==> src/adc_seq_pkg.sv <==
// Shared constants, types and register map of the converter sequencer.
package adc_seq_pkg;

  localparam int NSEQ  = 4;
  localparam int NSTEP = 8;
  localparam int NCMP  = 8;
  localparam int DW    = 12;

  localparam logic [4:0] CH_TEMP     = 5'h18;
  localparam logic [2:0] OS_MAX      = 3'h6;
  localparam logic [3:0] TRIG_PROC   = 4'h0;
  localparam logic [3:0] TRIG_EXT_LO = 4'h1;
  localparam logic [3:0] TRIG_EXT_HI = 4'h4;
  localparam logic [3:0] TRIG_ALWAYS = 4'hF;
  localparam logic [1:0] BAND_LOW    = 2'h0;
  localparam logic [1:0] BAND_MID    = 2'h1;
  localparam logic [1:0] BAND_HIGH   = 2'h2;
  localparam logic [1:0] BAND_NONE   = 2'h3;

  localparam logic [11:0] OFS_ENABLE = 12'h000;
  localparam logic [11:0] OFS_PTRIG  = 12'h004;
  localparam logic [11:0] OFS_OVSMP  = 12'h008;
  localparam logic [11:0] OFS_RIS    = 12'h00C;
  localparam logic [11:0] OFS_IMASK  = 12'h010;
  localparam logic [11:0] OFS_MIS    = 12'h014;
  localparam logic [11:0] OFS_ICLR   = 12'h018;
  localparam logic [11:0] OFS_OVF    = 12'h01C;
  localparam logic [11:0] OFS_UNF    = 12'h020;
  localparam logic [11:0] OFS_TSEL   = 12'h024;
  localparam logic [11:0] OFS_PRIO   = 12'h028;
  localparam logic [11:0] OFS_STEP   = 12'h02C;
  localparam logic [11:0] OFS_FIFO0  = 12'h030;
  localparam logic [11:0] OFS_FIFO3  = 12'h03C;
  localparam logic [11:0] OFS_FCNT   = 12'h040;
  localparam logic [11:0] OFS_CRIS   = 12'h044;
  localparam logic [11:0] OFS_CRST   = 12'h048;
  localparam logic [11:0] OFS_CMP    = 12'h080;
  localparam logic [11:0] OFS_CMPEND = 12'h0C0;

  localparam int STEP_IDX_LSB = 16;
  localparam int STEP_SEQ_LSB = 20;
  localparam int CRST_IRQ_LSB = 8;
  localparam int REF_HI_LSB   = 16;

  typedef enum logic [3:0] {
    fault_trig_off,
    fault_trig_lowband_each,
    fault_trig_lowband_entry,
    fault_trig_lowband_hyst_each,
    fault_trig_lowband_hyst_entry,
    fault_trig_midband_each,
    fault_trig_midband_entry,
    fault_trig_highband_each,
    fault_trig_highband_entry,
    fault_trig_highband_hyst_each,
    fault_trig_highband_hyst_entry
  } cmp_mode_t;

  localparam logic [3:0] cmp_irq_lowband_hyst_each   = 4'h3;
  localparam logic [3:0] cmp_irq_lowband_hyst_entry  = 4'h4;
  localparam logic [3:0] cmp_irq_highband_hyst_each  = 4'h9;
  localparam logic [3:0] cmp_irq_highband_hyst_entry = 4'hA;

  typedef enum logic [1:0] {RS_IDLE, RS_ISSUE, RS_WAIT} run_state_t;

  typedef struct packed {
    logic [2:0] cmpSel;
    logic       cmpEn;
    logic       last;
    logic [4:0] ch;
  } step_cfg_t;

  typedef struct packed {
    logic        psel;
    logic        penable;
    logic        pwrite;
    logic [11:0] paddr;
    logic [31:0] pwdata;
  } apb_req_t;

  typedef struct packed {
    logic [31:0] prdata;
    logic        pready;
    logic        pslverr;
  } apb_rsp_t;

  typedef struct packed {
    logic       start;
    logic [4:0] ch;
  } conv_req_t;

  typedef struct packed {
    logic          done;
    logic [DW-1:0] data;
  } conv_rsp_t;

  function automatic logic [3:0] seqDepth(input logic [1:0] s);
    case (s)
      2'h0:    seqDepth = 4'h8;
      2'h1:    seqDepth = 4'h4;
      2'h2:    seqDepth = 4'h4;
      default: seqDepth = 4'h1;
    endcase
  endfunction : seqDepth

endpackage : adc_seq_pkg

==> src/adc_cmp_unit.sv <==
// One digital comparator with separate fault-trigger and interrupt history.
`timescale 1ns/1ps
module adc_cmp_unit (
  input  wire logic                   clk_sys,
  input  wire logic                   arst_n,
  input  wire logic                   resValid,
  input  wire logic [adc_seq_pkg::DW-1:0] resData,
  input  wire logic [adc_seq_pkg::DW-1:0] lowRef,
  input  wire logic [adc_seq_pkg::DW-1:0] highRef,
  input  wire logic [3:0]             trigMode,
  input  wire logic [3:0]             irqMode,
  input  wire logic                   rstTrig,
  input  wire logic                   rstIrq,
  output logic                        trigPulse,
  output logic                        irqPulse
);
  import adc_seq_pkg::*;

  typedef struct packed {
    logic [1:0] prevT;
    logic [1:0] prevI;
    logic       armT;
    logic       armI;
    logic       outT;
    logic       outI;
  } cmp_state_t;

  cmp_state_t s_reg, s_next;
  logic [1:0] band;
  logic [1:0] evT, evI;

  // Returns {fire, armed-next} for one output channel
  function automatic logic [1:0] evalMode(input logic [3:0] m,
      input logic [1:0] b, input logic [1:0] p, input logic a);
    logic [1:0] tgt;
    logic [1:0] opp;
    logic       ent, hys, on, f;
    tgt = BAND_LOW; opp = BAND_HIGH; ent = 1'b0; hys = 1'b0; on = 1'b1;
    case (m)
      fault_trig_lowband_each:        ;
      fault_trig_lowband_entry:       ent = 1'b1;
      fault_trig_lowband_hyst_each:   hys = 1'b1;
      fault_trig_lowband_hyst_entry:  begin ent = 1'b1; hys = 1'b1; end
      fault_trig_midband_each:        tgt = BAND_MID;
      fault_trig_midband_entry:       begin tgt = BAND_MID; ent = 1'b1; end
      fault_trig_highband_each:       tgt = BAND_HIGH;
      fault_trig_highband_entry:      begin tgt = BAND_HIGH; ent = 1'b1; end
      fault_trig_highband_hyst_each:  begin tgt = BAND_HIGH; opp = BAND_LOW;
        hys = 1'b1; end
      fault_trig_highband_hyst_entry: begin tgt = BAND_HIGH; opp = BAND_LOW;
        hys = 1'b1; ent = 1'b1; end
      default:                        on = 1'b0;
    endcase
    f = on && (b == tgt) && (!ent || p != tgt) && (!hys || a);
    evalMode = {f, hys && !f && (a || b == opp)};
  endfunction : evalMode

  assign band = (resData <= lowRef) ? BAND_LOW :
                (resData <= highRef) ? BAND_MID : BAND_HIGH;
  assign evT = evalMode(trigMode, band, s_reg.prevT, s_reg.armT);
  assign evI = evalMode(irqMode, band, s_reg.prevI, s_reg.armI);

  always_comb
  begin
    s_next = s_reg;
    s_next.outT = 1'b0;
    s_next.outI = 1'b0;
    if (resValid)
    begin
      s_next.prevT = band;
      s_next.prevI = band;
      s_next.armT  = evT[0];
      s_next.armI  = evI[0];
      s_next.outT  = evT[1];
      s_next.outI  = evI[1];
    end
    if (rstTrig)
    begin
      s_next.prevT = BAND_NONE;
      s_next.armT  = 1'b0;
    end
    if (rstIrq)
    begin
      s_next.prevI = BAND_NONE;
      s_next.armI  = 1'b0;
    end
  end

  always_ff @(posedge clk_sys or negedge arst_n)
  begin
    if (!arst_n)
      s_reg <= '{prevT: BAND_NONE, prevI: BAND_NONE, default: '0};
    else
      s_reg <= s_next;
  end

  assign trigPulse = s_reg.outT;
  assign irqPulse  = s_reg.outI;

endmodule : adc_cmp_unit

==> src/adc_sequencer.sv <==
// Sample sequencers, averaging, result FIFOs and comparator routing.
// Notes on behaviour
// - Four sequencers of depth eight, four, four, one
// - Steps pick any of 24 channels or temp
// - Each sequencer has own trigger source, steps
// - Highest priority pending sequencer is sampled first
// - Hardware averaging of 2x up to 64x
// - One averaging factor shared by all sequencers
// - Per-FIFO overflow and underflow flags, clearable
// - Disabled sequencer ignores its triggers
// - Software processor trigger starts chosen sequencers
// - Per-sequencer interrupt with mask, status, clear
// - Comparator config holds trigger and interrupt modes
// - Disabled trigger mode never asserts fault output
// - Always trigger mode fires on every band hit
// - Once mode fires only on band entry
// - Low hysteresis needs high band since last fire
// - High hysteresis needs low band since last
// - Disabled interrupt mode never raises interrupt
// - Always interrupt mode fires on every band hit
// - Once interrupt mode fires on band entry
// - Bands split at or below low, high reference
// - Software resets comparator history, trigger or interrupt
// - Each FIFO entry is a fully averaged result
// - Interrupt status readable raw and masked
//
// Added by the designer: the register offsets and the APB interface to the registers.
`timescale 1ns/1ps
module adc_sequencer (
  input  wire logic                     clk_sys,
  input  wire logic                     arst_n,
  input  wire adc_seq_pkg::apb_req_t    apbReq,
  output adc_seq_pkg::apb_rsp_t         apbRsp,
  input  wire logic [3:0]               trigIn,
  output adc_seq_pkg::conv_req_t        convReq,
  input  wire adc_seq_pkg::conv_rsp_t   convRsp,
  output logic [adc_seq_pkg::NCMP-1:0]  faultTrig
);
  import adc_seq_pkg::*;

  typedef struct packed {
    logic [3:0]              seqEn;
    logic [3:0]              pend;
    logic [2:0]              osFactor;
    logic [3:0]              ris;
    logic [3:0]              imask;
    logic [3:0]              ovf;
    logic [3:0]              unf;
    logic [15:0]             trigSel;
    logic [7:0]              prio;
    logic [NCMP-1:0]         cmpRis;
    logic [31:0][9:0]        steps;
    logic [31:0][DW-1:0]     fifo;
    logic [3:0][2:0]         wp;
    logic [3:0][2:0]         rp;
    logic [3:0][3:0]         cnt;
    run_state_t              st;
    logic [1:0]              cur;
    logic [2:0]              step;
    logic [5:0]              osCnt;
    logic [17:0]             acc;
    logic                    convStart;
    logic [4:0]              convCh;
    logic [NCMP-1:0][7:0]    cmpMode;
    logic [NCMP-1:0][31:0]   cmpRef;
    logic [3:0]              trigD;
    logic [DW-1:0]           resData;
    logic [NCMP-1:0]         resValid;
    logic [NCMP-1:0]         rstT;
    logic [NCMP-1:0]         rstI;
    logic [31:0]             prdata;
    logic                    pslverr;
  } seq_state_t;

  seq_state_t s_reg, s_next;

  logic            wrAcc, rdAcc, setup;
  logic [11:0]     addr;
  logic [31:0]     wd;
  logic [3:0]      hit, procHit, rise;
  logic [2:0]      pick;
  logic [17:0]     accSum;
  logic [5:0]      osLast;
  step_cfg_t       curStep;
  logic [NCMP-1:0] trigP, irqP;

  // Lowest priority value wins, lower index breaks ties
  function automatic logic [2:0] pickSeq(input logic [3:0] p,
      input logic [7:0] pr);
    logic [2:0] r;
    logic [1:0] best;
    r = 3'h0;
    best = 2'h3;
    for (int i = NSEQ - 1; i >= 0; i--)
      if (p[i] && (pr[2*i+:2] <= best || !r[2]))
      begin
        if (!r[2] || pr[2*i+:2] <= best)
        begin
          r = {1'b1, 2'(i)};
          best = pr[2*i+:2];
        end
      end
    pickSeq = r;
  endfunction : pickSeq

  function automatic logic [2:0] wrapInc(input logic [2:0] p,
      input logic [1:0] q);
    wrapInc = ({1'b0, p} + 4'h1 == seqDepth(q)) ? 3'h0 : p + 3'h1;
  endfunction : wrapInc

  function automatic logic [31:0] readMux(input seq_state_t s,
      input logic [11:0] a);
    logic [31:0] r;
    logic [1:0]  q;
    logic [2:0]  c;
    r = 32'h0;
    q = a[3:2];
    c = a[5:3];
    case (a)
      OFS_ENABLE: r[3:0] = s.seqEn;
      OFS_OVSMP:  r[2:0] = s.osFactor;
      OFS_RIS:    r[3:0] = s.ris;
      OFS_IMASK:  r[3:0] = s.imask;
      OFS_MIS:    r[3:0] = s.ris & s.imask;
      OFS_OVF:    r[3:0] = s.ovf;
      OFS_UNF:    r[3:0] = s.unf;
      OFS_TSEL:   r[15:0] = s.trigSel;
      OFS_PRIO:   r[7:0] = s.prio;
      OFS_FCNT:   r[15:0] = s.cnt;
      OFS_CRIS:   r[NCMP-1:0] = s.cmpRis;
      default:
      begin
        if (a >= OFS_FIFO0 && a <= OFS_FIFO3 && s.cnt[q] != 4'h0)
          r[DW-1:0] = s.fifo[{q, s.rp[q]}];
        else if (a >= OFS_CMP && a < OFS_CMPEND)
          r = a[2] ? s.cmpRef[c] : {24'h0, s.cmpMode[c]};
      end
    endcase
    readMux = r;
  endfunction : readMux

  function automatic logic isMapped(input logic [11:0] a);
    isMapped = (a[1:0] == 2'h0) && (a <= OFS_CRST
      || (a >= OFS_CMP && a < OFS_CMPEND));
  endfunction : isMapped

  assign addr    = apbReq.paddr;
  assign wd      = apbReq.pwdata;
  assign setup   = apbReq.psel && !apbReq.penable;
  assign wrAcc   = apbReq.psel && apbReq.penable && apbReq.pwrite
                   && isMapped(addr);
  assign rdAcc   = apbReq.psel && apbReq.penable && !apbReq.pwrite
                   && isMapped(addr);
  assign procHit = (wrAcc && addr == OFS_PTRIG) ? wd[3:0] : 4'h0;
  assign rise    = trigIn & ~s_reg.trigD;
  assign pick    = pickSeq(s_reg.pend, s_reg.prio);
  assign curStep = s_reg.steps[{s_reg.cur, s_reg.step}];
  assign accSum  = s_reg.acc + {6'h0, convRsp.data};
  assign osLast  = (6'h1 << s_reg.osFactor) - 6'h1;

  always_comb
  begin
    for (int i = 0; i < NSEQ; i++)
    begin
      logic [3:0] src;
      src = s_reg.trigSel[4*i+:4];
      hit[i] = (src == TRIG_ALWAYS) || (src == TRIG_PROC && procHit[i])
        || (src >= TRIG_EXT_LO && src <= TRIG_EXT_HI
            && rise[2'(src - TRIG_EXT_LO)]);
    end
  end

  always_comb
  begin
    logic [1:0] q;
    logic [1:0] ws;
    logic [2:0] cx;
    q  = addr[3:2];
    ws = wd[STEP_SEQ_LSB+:2];
    cx = addr[5:3];
    s_next = s_reg;
    s_next.convStart = 1'b0;
    s_next.resValid  = '0;
    s_next.rstT      = '0;
    s_next.rstI      = '0;
    s_next.trigD     = trigIn;
    if (setup)
    begin
      s_next.prdata  = isMapped(addr) ? readMux(s_reg, addr) : 32'h0;
      s_next.pslverr = !isMapped(addr);
    end
    if (wrAcc)
    begin
      case (addr)
        OFS_ENABLE: s_next.seqEn = wd[3:0];
        OFS_OVSMP:  s_next.osFactor = (wd[2:0] > OS_MAX) ? OS_MAX
                                      : wd[2:0];
        OFS_IMASK:  s_next.imask = wd[3:0];
        OFS_ICLR:   s_next.ris = s_reg.ris & ~wd[3:0];
        OFS_OVF:    s_next.ovf = s_reg.ovf & ~wd[3:0];
        OFS_UNF:    s_next.unf = s_reg.unf & ~wd[3:0];
        OFS_TSEL:   s_next.trigSel = wd[15:0];
        OFS_PRIO:   s_next.prio = wd[7:0];
        OFS_STEP:
          if ({1'b0, wd[STEP_IDX_LSB+:3]} < seqDepth(ws))
            s_next.steps[{ws, wd[STEP_IDX_LSB+:3]}] = wd[9:0];
        OFS_CRIS:   s_next.cmpRis = s_reg.cmpRis & ~wd[NCMP-1:0];
        OFS_CRST:
        begin
          s_next.rstT = wd[NCMP-1:0];
          s_next.rstI = wd[CRST_IRQ_LSB+:NCMP];
        end
        default:
          if (addr >= OFS_CMP && addr < OFS_CMPEND)
          begin
            if (addr[2])
              s_next.cmpRef[cx] = wd & 32'h0FFF0FFF;
            else
              s_next.cmpMode[cx] = wd[7:0];
          end
      endcase
    end
    // Read pops the head; reading an empty FIFO flags underflow
    if (rdAcc && addr >= OFS_FIFO0 && addr <= OFS_FIFO3)
    begin
      if (s_reg.cnt[q] == 4'h0)
        s_next.unf[q] = 1'b1;
      else
      begin
        s_next.rp[q]  = wrapInc(s_reg.rp[q], q);
        s_next.cnt[q] = s_next.cnt[q] - 4'h1;
      end
    end
    case (s_reg.st)
      RS_IDLE:
        if (pick[2])
        begin
          s_next.cur = pick[1:0];
          s_next.step = 3'h0;
          s_next.osCnt = 6'h0;
          s_next.acc = 18'h0;
          s_next.pend[pick[1:0]] = 1'b0;
          s_next.st = RS_ISSUE;
        end
      RS_ISSUE:
      begin
        s_next.convStart = 1'b1;
        s_next.convCh = curStep.ch;
        s_next.st = RS_WAIT;
      end
      RS_WAIT:
        if (convRsp.done)
        begin
          s_next.st = RS_ISSUE;
          if (s_reg.osCnt != osLast)
          begin
            s_next.osCnt = s_reg.osCnt + 6'h1;
            s_next.acc = accSum;
          end
          else
          begin
            s_next.osCnt = 6'h0;
            s_next.acc = 18'h0;
            s_next.resData = 12'(accSum >> s_reg.osFactor);
            if (curStep.cmpEn)
              s_next.resValid[curStep.cmpSel] = 1'b1;
            if (s_next.cnt[s_reg.cur] == seqDepth(s_reg.cur))
              s_next.ovf[s_reg.cur] = 1'b1;
            else
            begin
              s_next.fifo[{s_reg.cur, s_reg.wp[s_reg.cur]}] =
                12'(accSum >> s_reg.osFactor);
              s_next.wp[s_reg.cur] = wrapInc(s_reg.wp[s_reg.cur],
                                             s_reg.cur);
              s_next.cnt[s_reg.cur] = s_next.cnt[s_reg.cur] + 4'h1;
            end
            if (curStep.last
                || {1'b0, s_reg.step} + 4'h1 == seqDepth(s_reg.cur))
            begin
              s_next.ris[s_reg.cur] = 1'b1;
              s_next.st = RS_IDLE;
            end
            else
              s_next.step = s_reg.step + 3'h1;
          end
        end
      default: s_next.st = RS_IDLE;
    endcase
    // Set wins over a clear in the same cycle
    s_next.cmpRis = s_next.cmpRis | irqP;
    s_next.pend = (s_next.pend | hit) & s_next.seqEn;
  end

  always_ff @(posedge clk_sys or negedge arst_n)
  begin
    if (!arst_n)
      s_reg <= '{st: RS_IDLE, default: '0};
    else
      s_reg <= s_next;
  end

  // The comparator picked by cmpSel sees each averaged result of a cmpEn step once it is final
  for (genvar g = 0; g < NCMP; g++)
  begin : gCmp
    adc_cmp_unit uCmp (
      .clk_sys   (clk_sys),
      .arst_n    (arst_n),
      .resValid  (s_reg.resValid[g]),
      .resData   (s_reg.resData),
      .lowRef    (s_reg.cmpRef[g][DW-1:0]),
      .highRef   (s_reg.cmpRef[g][REF_HI_LSB+:DW]),
      .trigMode  (s_reg.cmpMode[g][3:0]),
      .irqMode   (s_reg.cmpMode[g][7:4]),
      .rstTrig   (s_reg.rstT[g]),
      .rstIrq    (s_reg.rstI[g]),
      .trigPulse (trigP[g]),
      .irqPulse  (irqP[g])
    );
  end

  // Zero-wait slave: read data is captured in the setup cycle
  assign apbRsp.prdata  = s_reg.prdata;
  assign apbRsp.pready  = 1'b1;
  assign apbRsp.pslverr = s_reg.pslverr && apbReq.penable;
  assign convReq.start  = s_reg.convStart;
  assign convReq.ch     = s_reg.convCh;
  assign faultTrig      = trigP;

endmodule : adc_sequencer

==> config.mk <==
export PLATFORM = sky130hd
export DESIGN_NAME = adc_sequencer
export DESIGN_NICKNAME = d
export VERILOG_FILES = /design/src/adc_seq_pkg.sv /design/src/adc_cmp_unit.sv /design/src/adc_sequencer.sv
export SDC_FILE = /design/constraint.sdc
export NUM_CORES = 2
export LEC_CHECK = 0
export ABC_AREA = 1
export BUFFER_PORTS_ARGS = -buffer_cell sky130_fd_sc_hd__buf_2
export CORE_ASPECT_RATIO = 1.1
export CORE_MARGIN = 2
export CORE_UTILIZATION = 45
export DETAILED_ROUTE_END_ITERATION = 16
export HOLD_SLACK_MARGIN = 0.05
export PLACE_DENSITY = 0.63
export SETUP_SLACK_MARGIN = 0.5
export SLEW_MARGIN = 20
export SYNTH_ARGS = -nofsm -noshare
export SYNTH_HDL_FRONTEND = slang
export SYNTH_SLANG_ARGS = --single-unit
==> constraint.sdc <==
create_clock -name clk_sys -period 4.9 [get_ports clk_sys]
set_input_delay 0.245 -clock clk_sys [delete_from_list [all_inputs] [get_ports clk_sys]]
set_output_delay 0.245 -clock clk_sys [all_outputs]
set_load 0.05 [all_outputs]
# Word-level counts from Yosys, hierarchy flattened
# Index checks and enable logic that the tools add are counted.
# totals
out_inout_bits	48
inputBits	66
regBits	1297
# classes
bitwise_logic	22
eq_ne	243
n_reduce_logical	377
n_shift	2
magnitude_cmp	54
addsub	15
n_mux	277
# op_table
operator	count
$mux 320	2
$bwmux 384	1
$mux 368	1
$bwmux 320	1
$bwmux 256	1
$eq 4x3->1 const B	64
$eq 4x4->1 const B	52
$le 12x12->1	16
$mux 32	5
$reduce_or 10->1	16
$mux 4	34
$eq 4x2->1 const B	32
$mux 16	8
$mux 8	16
$reduce_or 4->1	32
$logic_and 1x1->1	116
$mux 2	53
$bmux 32 s3	1
$demux 32 s3	1
$reduce_or 5->1	16
$mux 1	73
$reduce_or 2->1	35
$bwmux 64	1
$eq 2x2->1	32
other kinds (91)	381

# Logic depth before layout (Yosys ltp)
# depth
word_depth	23
ltp_mapped	30
mapped_depth_nobuf	30

# Hierarchy
# From an unflattened synthesis, not the netlist that was laid out.
# hier_totals
hier_cells	8879
area_unflattened_um2	67428.4
# modules_own_cells
mod	n_inst	area_per_inst_um2	cells_each
adc_sequencer	1	55396.9	6815
adc_cmp_unit	8	1503.9	258

# Worst setup path after synthesis
# OpenSTA, ideal clock, no wires.
# synth_timing
path_kind	reg-to-reg
start	register s_reg[1228] in the netlist's numbering
end	register s_reg[1228] in the netlist's numbering
t_arrival_ns	3.528
period_less_slack_ns	3.641
path_stages_with_launch	28
path_slack_ns	1.259
path_buffers	0
path_cell_list	dfrtp_1 inv_1 nor2_1 ha_1 inv_1 nor2_1 o21ai_0 nand2_1 o21ai_0 ha_1 a21oi_1 a211oi_1 nor2_1 inv_1 nand2_1 o21ai_0 ha_1 nand2_1 inv_1 o31ai_1 nor3b_1 inv_1 nor2_1 inv_1 o21ai_0 o2111ai_1 nand2_1 inv_1
# synth_rtl
item	line	rtl
from (decl)	adc_sequencer.sv:75	seq_state_t s_reg, s_next;
from (signal assigned)	adc_sequencer.sv:299	s_reg <= s_next;

# Worst setup path in the final report
# layout_timing
start	register s_reg[1222] in the netlist's numbering
end	register s_reg[686] in the netlist's numbering
# layout_between
elab_chain_len	5
word_cells_on_any_way	7
cone_classes	add/sub (1); eq/ne (1); shift (2); mux (1); bitwise (1); reduce/logical (1)
# layout_rtl
item	line	rtl
$shl 1x3->6	adc_sequencer.sv:159	assign osLast = (6'h1 << s_reg.osFactor) - 6'h1;
$sub 6x1->6	adc_sequencer.sv:159	
$ne 6x6->1	adc_sequencer.sv:255	if (s_reg.osCnt != osLast)
$not 1->1 (no line)	-	
$reduce_and 4->1 (no line)	-	
# Parallel ways exist; a longest one is shown, timed or not.
# A chain may end at the register's enable or synchronous reset.

==> metrics.cfg <==
[clock_tree]
cts_root_buffer=clkbuf_16
cts_made_buffers=138
cts_tree=yes
clkLatencyLatePin_ps=810
h-tree-depth=4
clock-sinks=1229
clockBufferDepth=3
clk_pin_slew_ps=60

[routing]
vias=58800
dr.first_iter.drc_count=6257
drc=0
avgViaCountPerCell=5.64
final_antenna_net_count=0
drt_wl_total_um=222000
firstDrtPassIters=8
wl_per_cell_um=21.3

[place]
port_buffers=104
place_area_um2=67700
hpwl_um=152000
finalWeightedCongestion=0.969
dpl_worst_slack_ps=602

[sta]
holdWs_ps=-37.2
fin_tns_setup_ps=0
fin_ws_ps=679
hold_viol_final=4
maxSlewHeadroom_pct=22.5
finalMaxSlewViolations=0
setup_violations=0
timing.final.crit_share_pct=86.1
rsz0062_at_grt=yes
max_freq_ghz=0.237
finClkSkew_ps=34.9
fin_crit_ps=4220
tightestPinTransition_ps=1150

[status]
violations=negative hold slack
outcome=finished with violations

[global_route]
grt_use_total_pct=29.5
grt_pass1_wl_um=337000
grt_overflow=0
grt_pass1_vias=55000
grt_max_degree=129
antenna_found_initial=11

[synth]
synthTopCellsByArea=dfrtp_1 (46%), nand2_1 (15%), o21ai_0 (8.5%)
ys_async_sr_fraction_pct=100
syn_avg_cell_area_um2=7.79
yosysTopAreaCellShare_pct=45.6
syn_area_um2=65600
yosysWarnings=0
synth_seq_cells=1229
ys_seq_area_share_pct=46.9
syn_inst=8423
yosysTopAreaCell=dfrtp_1
synth_edf_count=0
synth_ff_type=dfrtp_1
synth.most_common_cell=nand2_1
synth.distinct_cells=74
synth_common_cells=nand2_1 (2624), dfrtp_1 (1197), o21ai_0 (1109), inv_1 (696), nor2_1 (563)

[finish]
final_area_um2=73200
synthToLayoutAreaGrowth_pct=11.6
fin_nets=8677
fillers=13900
largest_reg_flops=1131
drive_gt1_share_pct=7.92
postLayoutCoreUtil_pct=50.3

[floorplanning]
core_um2=145000
die_area_um2=149000
num_rows=147
floorplan.initialDensity_pct=45.1
die_y_um=405
die_x_um=368
io_pins=114

[critical_path]
arrival_ps=4970
worstSetupPathType=register to register
crit_required_ps=5650
cp-start-kind=register
crit_path_max_fanout=18
worst_setup_path_end_kind=register

[min_path]
hold_class=input pin to async pin

[run]
drv_cap=0

[pwr]
p_per_area_nw_per_um2=451
peakVddDrop_v=0.000337
p_leak_nw=34.8

## stage by stage
step           total power, mW  cells
6_report                  33.1  10400
5_1_grt                   34.8  10400
4_1_cts                   33.0  10400
3_5_place_dp              22.0  10100
3_3_place_gp              21.8  10100
2_1_floorplan             18.3   8426
## timing repair
action                     CTS  global route
hold endpoints to repair   214             0
setup endpoints to repair    0           368
buffers inserted             0            24
gates resized for setup      0            21
hold buffers                38             0
## worst paths after layout
check                      slack, ps  cells after the start                endpoint                   from
hold / removal                   -40                      2  gCmp[6].uCmp.trigPulse                 arst_n
min in group clk_sys              90                      4              s_reg[400]             convRsp[1]
setup / recovery                 680                     17              s_reg[686]            s_reg[1222]
max in group asynchronous       3350                      3              s_reg[505]                 arst_n
hold reg to reg                  450                      1             s_reg[1174]  gCmp[0].uCmp.irqPulse
setup reg to reg                 680                     17              s_reg[686]            s_reg[1222]
## power by group
part | internal (mW) | leakage [nW] | switching (mW) | total [mW]
registers | 11.3 | 16.6 | 0.867 | 12.1
clock network | 6.44 | 2.31 | 4.48 | 10.9
logic | 3.00 | 15.9 | 7.00 | 10.0
## final cells by class
class | instances | area [µm²] | share of cell area [%]
repair buffers | 333 | 2680 | 3.66
well taps | 1937 | 2420 | 3.31
clock inverters | 48 | 756 | 1.03
flip-flops and latches | 1229 | 30800 | 42.1
multi-input cells | 5951 | 29900 | 40.8
diodes | 7 | 17.5 | 0.0239
clock buffers | 202 | 4000 | 5.46
inverters | 711 | 2680 | 3.66
## critical path: stages, from the launching register on
cell,delay [ps]
dfrtp_1,490
buf_4,250
nor2_1,200
nand2_1,120
ha_1,310
xnor2_1,130
nor3_1,110
o21ai_0,90
a2111oi_0,320
nand2_1,230
inv_1,150
nand2_1,230
inv_1,220
nand3_1,90
buf_4,210
nor2_1,790
nand2_1,120
nand2_1,110
## placed cells by master (no fill, tap or decap), types with 13 or more instances in the layout
cell type	instances
nor2_4	22
nor4_1	18
a221oi_1	33
o21ai_0	1107
nor2_2	20
clkbuf_1	36
dfrtp_1	1195
nand2_1	2621
clkinv_2	17
dfstp_2	32
o22ai_1	168
nand4_1	105
o21ai_1	15
bufinv_16	14
nor2_1	552
ha_1	246
dlygate4sd3_1	38
o2111ai_1	42
buf_4	164
a21oi_1	210
clkbuf_8	27
nand3_1	314
o221ai_1	25
clkinv_1	13
inv_1	683
a22oi_1	22
buf_12	27
xor2_1	29
clkbuf_16	140
nor3_1	98
o211ai_1	78
buf_2	103
a32o_1	31
nand4_2	16
a211oi_1	21
## cells by family (layout without fill, tap and decap cells)
kind of cell	count (synthesis)	after routing	share of synthesized area [%]
XOR/XNOR	40	40	0.534
other	2	12	0.0114
adder cells (fa/ha/maj)	247	247	4.72
buffers and inverters	1246	1294	7.81
flip-flops	1229	1229	46.9
AO/OA/AOI/OAI	1836	1836	16.0
AND/OR/NAND/NOR	3823	3823	24.0
## layer usage
metal / up-vias / GRT usage [%] / wire length, µm
li1: 27700 / - / -
met1: 28300 / 40.8 / 95300
met2: 2301 / 45.5 / 99100
met3: 464 / 5.31 / 17900
met4: 12 / 12.2 / 9150
met5: - / 0 / 83
(Power assumes the default switching activity.)
